[src/hsw_pkg.sv]
// Shared constants and carriers for the host supervision watchdog pair
package hsw_pkg;

    localparam int unsigned CLK_HZ             = 50_000_000;
    localparam int unsigned TICK_TIME_US       = 1000;
    localparam int unsigned TICK_CYCLES        = (CLK_HZ / 1_000_000) * TICK_TIME_US;
    localparam int unsigned INTERVAL_MIN_MS    = 1;
    localparam int unsigned INTERVAL_MAX_MS    = 512;
    localparam int unsigned INTERVAL_W         = 10;
    localparam logic [INTERVAL_W-1:0] INTERVAL_OFF = 10'h000;
    localparam int unsigned CPU_TIMEOUT_MS     = 100;
    localparam int unsigned RESET_HOLD_TIME_US = 10;
    localparam int unsigned RESET_HOLD_CYCLES  = (CLK_HZ / 1_000_000) * RESET_HOLD_TIME_US;
    localparam logic [15:0] RESET_HOLD_W16     = 16'(RESET_HOLD_CYCLES);

    typedef enum logic [1:0]
    {
        HSW_IDLE    = 2'b00,
        HSW_ARMED   = 2'b01,
        HSW_EXPIRED = 2'b10
    } hsw_state_e;

    typedef struct packed
    {
        logic alarm;
        logic input_provider_state;
    } hsw_diag_s;

endpackage

[src/hsw_top.sv]
// Mutual supervision watchdog pair: internal CPU and external host
`timescale 1ns/1ps

// Notes on behaviour
// - Two independent watchdogs, one for the internal CPU, one for the host.
// - Every rising host kick edge reloads the host watchdog to full interval.
// - Internal watchdog expiry drives the expiry output low.
// - Expiry output high from power-up; internal watchdog runs from start-up.
// - Internal expiry forces a whole-device reset, dropping all connections.
// - Host expiry raises a diagnostic alarm and marks input data bad.
// - Host checking starts only after the configuration-done event.
// - Host interval selectable from 1 ms to 512 ms.
// - Interval zero disables host supervision entirely.
// - A new interval takes effect only after the next arst_n_in release, not after a device reset.
module hsw_top
    import hsw_pkg::*;
#(
    parameter int unsigned TICK_DIVIDE = TICK_CYCLES,
    parameter int unsigned CPU_LIMIT   = CPU_TIMEOUT_MS
)
(
    input  wire logic                  mclk_in,
    input  wire logic                  arst_n_in,
    input  wire logic                  host_kick_in,
    input  wire logic                  cpu_kick_in,
    input  wire logic                  app_config_done_event_in,
    input  wire logic [INTERVAL_W-1:0] boot_interval_in,
    output logic                       wdt_expired_n_out,
    output logic                       device_reset_n_out,
    output logic                       host_active_out,
    output hsw_diag_s                  diag_out
);
    if (CPU_LIMIT < INTERVAL_MIN_MS || CPU_LIMIT > INTERVAL_MAX_MS)
    begin : g_cpu_limit_check
        $error("CPU_LIMIT outside 1..512 ms");
    end

    localparam logic [INTERVAL_W-1:0] CPU_LIMIT_W = INTERVAL_W'(CPU_LIMIT);

    logic tick;
    logic host_kick_meta;
    logic host_kick_sync;
    logic host_kick_prev;
    logic cfg_meta;
    logic cfg_sync;
    logic latched;
    logic [INTERVAL_W-1:0] interval;
    logic [INTERVAL_W-1:0] next_interval;
    logic next_latched;
    logic kick_rise;
    logic cpu_expire;
    logic host_expire;
    logic host_run;
    hsw_state_e state;
    hsw_state_e next_state;
    hsw_diag_s  next_diag;
    logic       next_wdt_expired_n;
    logic [15:0] hold;
    logic [15:0] next_hold;

    hsw_tick #(.DIVIDE(TICK_DIVIDE)) u_tick
    (
        .mclk_in   (mclk_in),
        .arst_n_in (arst_n_in),
        .tick_out  (tick)
    );

    // Pins come from the host's domain
    always_ff @(posedge mclk_in or negedge arst_n_in)
    begin
        if (!arst_n_in)
        begin
            host_kick_meta <= 1'b0;
            host_kick_sync <= 1'b0;
            host_kick_prev <= 1'b0;
            cfg_meta       <= 1'b0;
            cfg_sync       <= 1'b0;
        end
        else
        begin
            host_kick_meta <= host_kick_in;
            host_kick_sync <= host_kick_meta;
            host_kick_prev <= host_kick_sync;
            cfg_meta       <= app_config_done_event_in;
            cfg_sync       <= cfg_meta;
        end
    end

    assign kick_rise = host_kick_sync & ~host_kick_prev;

    // Interval sampled once after reset release; later changes wait for the next arst_n_in release
    always_comb
    begin
        next_latched  = 1'b1;
        next_interval = latched ? interval : boot_interval_in;
        if (!latched && boot_interval_in > 10'(INTERVAL_MAX_MS))
            next_interval = 10'(INTERVAL_MAX_MS);
    end

    always_ff @(posedge mclk_in or negedge arst_n_in)
    begin
        if (!arst_n_in)
        begin
            latched  <= 1'b0;
            interval <= 10'h000;
        end
        else
        begin
            latched  <= next_latched;
            interval <= next_interval;
        end
    end

    // Internal watchdog runs from start-up, kicked by the protocol CPU
    hsw_counter u_cpu_wdt
    (
        .mclk_in     (mclk_in),
        .arst_n_in   (arst_n_in),
        .run_in      (device_reset_n_out),
        .reload_in   (cpu_kick_in),
        .tick_in     (tick),
        .interval_in (CPU_LIMIT_W),
        .expire_out  (cpu_expire)
    );

    assign host_run = (state == HSW_ARMED);

    hsw_counter u_host_wdt
    (
        .mclk_in     (mclk_in),
        .arst_n_in   (arst_n_in),
        .run_in      (host_run),
        .reload_in   (kick_rise),
        .tick_in     (tick),
        .interval_in (interval),
        .expire_out  (host_expire)
    );

    // Host supervision state; stays expired until device restart
    always_comb
    begin
        next_state = state;
        next_diag  = diag_out;
        case (state)
            HSW_IDLE:
            begin
                if (cfg_sync && latched && interval != INTERVAL_OFF)
                    next_state = HSW_ARMED;
            end
            HSW_ARMED:
            begin
                if (host_expire)
                begin
                    next_state                     = HSW_EXPIRED;
                    next_diag.alarm                = 1'b1;
                    next_diag.input_provider_state = 1'b0;
                end
            end
            HSW_EXPIRED:
                next_state = HSW_EXPIRED;
            default:
                next_state = HSW_IDLE;
        endcase
        // Device reset drops host supervision; diagnostics keep their state
        if (hold != 16'h0000)
            next_state = HSW_IDLE;
    end

    // Internal expiry pulls output low and holds a device reset for a fixed time
    always_comb
    begin
        next_wdt_expired_n = wdt_expired_n_out;
        next_hold          = hold;
        if (cpu_expire)
        begin
            next_wdt_expired_n = 1'b0;
            next_hold          = RESET_HOLD_W16;
        end
        else if (hold != 16'h0000)
            next_hold = hold - 16'h0001;
    end

    always_ff @(posedge mclk_in or negedge arst_n_in)
    begin
        if (!arst_n_in)
        begin
            state             <= HSW_IDLE;
            diag_out          <= '{alarm: 1'b0, input_provider_state: 1'b1};
            wdt_expired_n_out <= 1'b1;
            hold              <= 16'h0000;
        end
        else
        begin
            state             <= next_state;
            diag_out          <= next_diag;
            wdt_expired_n_out <= next_wdt_expired_n;
            hold              <= next_hold;
        end
    end

    // Reset request stays asserted while the hold counter runs
    assign device_reset_n_out = (hold == 16'h0000);
    assign host_active_out    = host_run;
endmodule

[src/hsw_tick.sv]
// Millisecond enable pulse divider
`timescale 1ns/1ps
module hsw_tick
    import hsw_pkg::*;
#(
    parameter int unsigned DIVIDE = TICK_CYCLES
)
(
    input  wire logic mclk_in,
    input  wire logic arst_n_in,
    output logic      tick_out
);
    // Refused at elaboration: a divide below two gives no millisecond pulse; one holds the tick high every cycle
    if (DIVIDE < 2)
    begin : g_divide_check
        $error("DIVIDE must be at least 2");
    end

    logic [31:0] count;
    logic [31:0] next_count;
    logic        next_tick;

    always_comb
    begin
        next_tick  = (count == 32'(DIVIDE - 1));
        next_count = next_tick ? 32'h0000_0000 : count + 32'h0000_0001;
    end

    always_ff @(posedge mclk_in or negedge arst_n_in)
    begin
        if (!arst_n_in)
        begin
            count    <= 32'h0000_0000;
            tick_out <= 1'b0;
        end
        else
        begin
            count    <= next_count;
            tick_out <= next_tick;
        end
    end
endmodule

[src/hsw_counter.sv]
// One watchdog down-counter stepped by the millisecond enable
`timescale 1ns/1ps
module hsw_counter
    import hsw_pkg::*;
(
    input  wire logic                  mclk_in,
    input  wire logic                  arst_n_in,
    input  wire logic                  run_in,
    input  wire logic                  reload_in,
    input  wire logic                  tick_in,
    input  wire logic [INTERVAL_W-1:0] interval_in,
    output logic                       expire_out
);
    logic [INTERVAL_W-1:0] count;
    logic [INTERVAL_W-1:0] next_count;
    logic                  next_expire;

    always_comb
    begin
        next_count  = count;
        next_expire = 1'b0;
        if (!run_in || reload_in)
            next_count = interval_in;
        else if (tick_in)
        begin
            if (count <= 10'h001)
            begin
                next_expire = 1'b1;
                next_count  = interval_in;
            end
            else
                next_count = count - 10'h001;
        end
    end

    always_ff @(posedge mclk_in or negedge arst_n_in)
    begin
        if (!arst_n_in)
        begin
            count      <= 10'h000;
            expire_out <= 1'b0;
        end
        else
        begin
            count      <= next_count;
            expire_out <= next_expire;
        end
    end
endmodule

[config.mk]
export PLATFORM = sky130hd
export DESIGN_NAME = hsw_top
export DESIGN_NICKNAME = d
export VERILOG_FILES = /design/src/hsw_pkg.sv /design/src/hsw_top.sv /design/src/hsw_tick.sv /design/src/hsw_counter.sv
export SDC_FILE = /design/constraint.sdc
export NUM_CORES = 1
export LEC_CHECK = 0
export BUFFER_PORTS_ARGS = -buffer_cell sky130_fd_sc_hd__buf_4
export CAP_MARGIN = 20
export CORE_MARGIN = 2
export CORE_UTILIZATION = 45
export CTS_CLUSTER_SIZE = 20
export DETAILED_ROUTE_END_ITERATION = 7
export SLEW_MARGIN = 20
export SYNTH_ARGS = -nofsm -noshare
export SYNTH_HDL_FRONTEND = slang
export SYNTH_SLANG_ARGS = --single-unit
[constraint.sdc]
create_clock -name mclk_in -period 5.74 [get_ports mclk_in]
set_clock_uncertainty 0.2 [all_clocks]
set_input_delay 1.148 -clock mclk_in [delete_from_list [all_inputs] [get_ports mclk_in]]
set_output_delay 1.148 -clock mclk_in [all_outputs]
set_load 0.02 [all_outputs]
==> out/summary.txt <==
status: finished, final reports clean
Lkg Pwr: 2.22 nW
Main synth FF type: dfrtp_1
initial antenna violation count: 0
vias post-DR: 3238
critical path startpoint category: register
Routed wire per std cell: 14.5 µm
Synth Instances: 434
Initial DRC Count: 109
setup TNS: 0 ns
antenna-violating nets left: 0
Synth cell types: 61
crit path time final: 3.65 ns
Die Span X: 104 µm
share of cells above drive strength 1: 12.6%
Crit Path Category: reg -> out
Req. time, crit path: 4.39 ns
pin slew with the least headroom to its limit: 0.870 ns
RSZ-0062 raised after global routing: no
Core Util, Final: 51.0%
Worst-path clk slew: 0.08 ns
post-CTS resize count: 0
placed cell count: 579
Reg2Reg Depth: 6
clock tree sinks: 92
Pwr Total: 1.30 mW
Finished Layout Cells: 595
clk root buf: clkbuf_8
YS warnings: 0
total grt overflow: 0
commonest cells in the netlist: dfrtp_1 (90), nor2_1 (45), nand3_1 (32)
nature of the critical path endpoint: output port
CTS max path bufs: 2
fin nets: 481
Peak VDD IR: 115 µV
Seq/Total Area, Yosys: 50.9%
synthesized area per cell: 10.4 µm²
Area contributors post-synth: dfrtp_1 (50%), xnor2_1 (4.8%), nor2_1 (3.7%), nand3_1 (3.5%), nor4_4 (2.8%)
vias in the first global route: 3164
die area: 10900 µm²
hold_buf cts: 0
most common cell in the netlist: dfrtp_1
postcts setup bufs: 0
leading area contributor after synthesis: dfrtp_1
DP HPWL: 5970 µm
Final Hold Fails: 0
largest net degree at the start of global routing: 72
Core Rows: 36
final wirelength: 8610 µm
Arrival @ worst endpoint: 2.31 ns
CTS tree: done
Synth top area share: 49.7%
Rel. slew slack: 42.0%
CORE AREA: 9770 µm²
first-pass GRT wire length: 15100 µm
mapped cell area: 4530 µm²
Post-synth ARST share: 100%
Tcrit/Tclk final: 63.7%
max-cap violations: 0
CTS buffer count: 9
setup violators final: 0
# diodes: 0
hold depth: 0
# IOs: 20
vias per cell: 5.44
FILL cells: 900
Crit Path Max Fanout: 9
all-layer global routing usage: 17.0%
Fmax: 274 MHz
Synth-to-Final Area Change: 10.0%
H-tree depth: 3
Synth Net Count: 458
Post-synth EDFFs: 0
Yosys reg bits: 92
Worst Hold Class: reg -> reg
Initial Utilization: 46.4%
IO buf count: 19
Placer Congestion: 0.834
pwr/cell area: 262 nW/µm²
Final Max Slew Viols: 0
Skew-Pair Late Insertion Delay: 0.36 ns
Die Height: 104 µm
drt pass-1 iters: 4
Remaining DRCs: 0
==> final timing paths <==
path / start / end / slack (ns)
max: hold[0] / device_reset_n_out / 2.09
min: host_kick_meta / host_kick_sync / 0.15
max reg2reg: hold[0] / u_cpu_wdt.count[3] / 3.25
min reg2reg: host_kick_meta / host_kick_sync / 0.15
max in group asynchronous: arst_n_in / host_kick_prev / 3.70
min in group asynchronous: arst_n_in / u_cpu_wdt.count[9] / 0.47
==> power breakdown <==
part | switching [mW] | internal, mW
Sequential | 0.0475 | 0.687
Combinational | 0.111 | 0.0748
Clock | 0.227 | 0.157
Total | 0.386 | 0.919
==> logic make-up (layout without fill, tap and decap cells) <==
kind of cell	count (synthesis)	count (layout)	synth area share (%)
fa+ha+maj	9	9	2.48
compound gates	64	64	8.86
mux	12	12	2.68
buf+inv	22	50	1.85
flops	92	92	50.9
simple gates	197	197	26.0
xor+xnor	37	37	7.15
other cells	1	1	0.0827
==> through the flow <==
step | setup slack [ns] | hold slack [ns] | area (µm²)
floorplan | 2.89 | 0.131 | 4530
detailed placement | 2.47 | 0.138 | 4820
finish | 2.09 | 0.153 | 4990
global placement | 2.59 | 0.134 | 4820
global route | 1.86 | 0.164 | 4990
CTS | 2.06 | 0.157 | 4990
==> state kept, by name, summed over array words and instances, names as in the netlist, 2 cells and up <==
register and cells:
interval 10, u_tick.count 32, u_cpu_wdt.count 10, hold 16
state 2, diag_out 2, u_host_wdt.count 10
==> cell type report <==
cell class	count	area, µm²	share of cell area, %
Multi-Input combinational cell	320	2140	43.0
Clock inverter	6	41.3	0.828
Tap cell	133	166	3.34
Timing Repair Buffer	20	150	3.01
Inverter	14	52.6	1.05
Sequential cell	92	2300	46.2
Clock buffer	10	128	2.56
==> routing by layer <==
| metal | global-route usage (%) | share of wire [%] |
|---|---|---|
| met5 | 0 | 0 |
| met4 | 7.43 | 0.80 |
| met3 | 3.07 | 3.5 |
| met1 | 24.3 | 50 |
| met2 | 25.4 | 45 |
==> layout by cell type (no fill, tap or decap), drive strengths merged, types with 3 or more instances in the layout <==
cell type  count
inv           14
nor3          18
and3           7
xnor2         25
or4            4
nor2          45
buf           20
nor2b          3
nand2b         7
or3            7
nand3         32
clkinvlp       3
nand4          8
nor3b          3
mux2i         11
o21ai         16
o21a           4
clkbuf        10
and4           6
a21oi         21
nand2         28
ha             9
clkinv         3
xor2          12
nor4          18
o311ai         3
dfrtp         90
==> critical path, stage by stage, from the launching register on <==
cell      delay [ns]
dfrtp_1         0.43
inv_1           0.10
ha_1            0.16
nor3b_1         0.52
nand4b_2        0.39
inv_2           0.19
buf_4           0.16
Note: power is estimated with default switching activity, not from simulation.
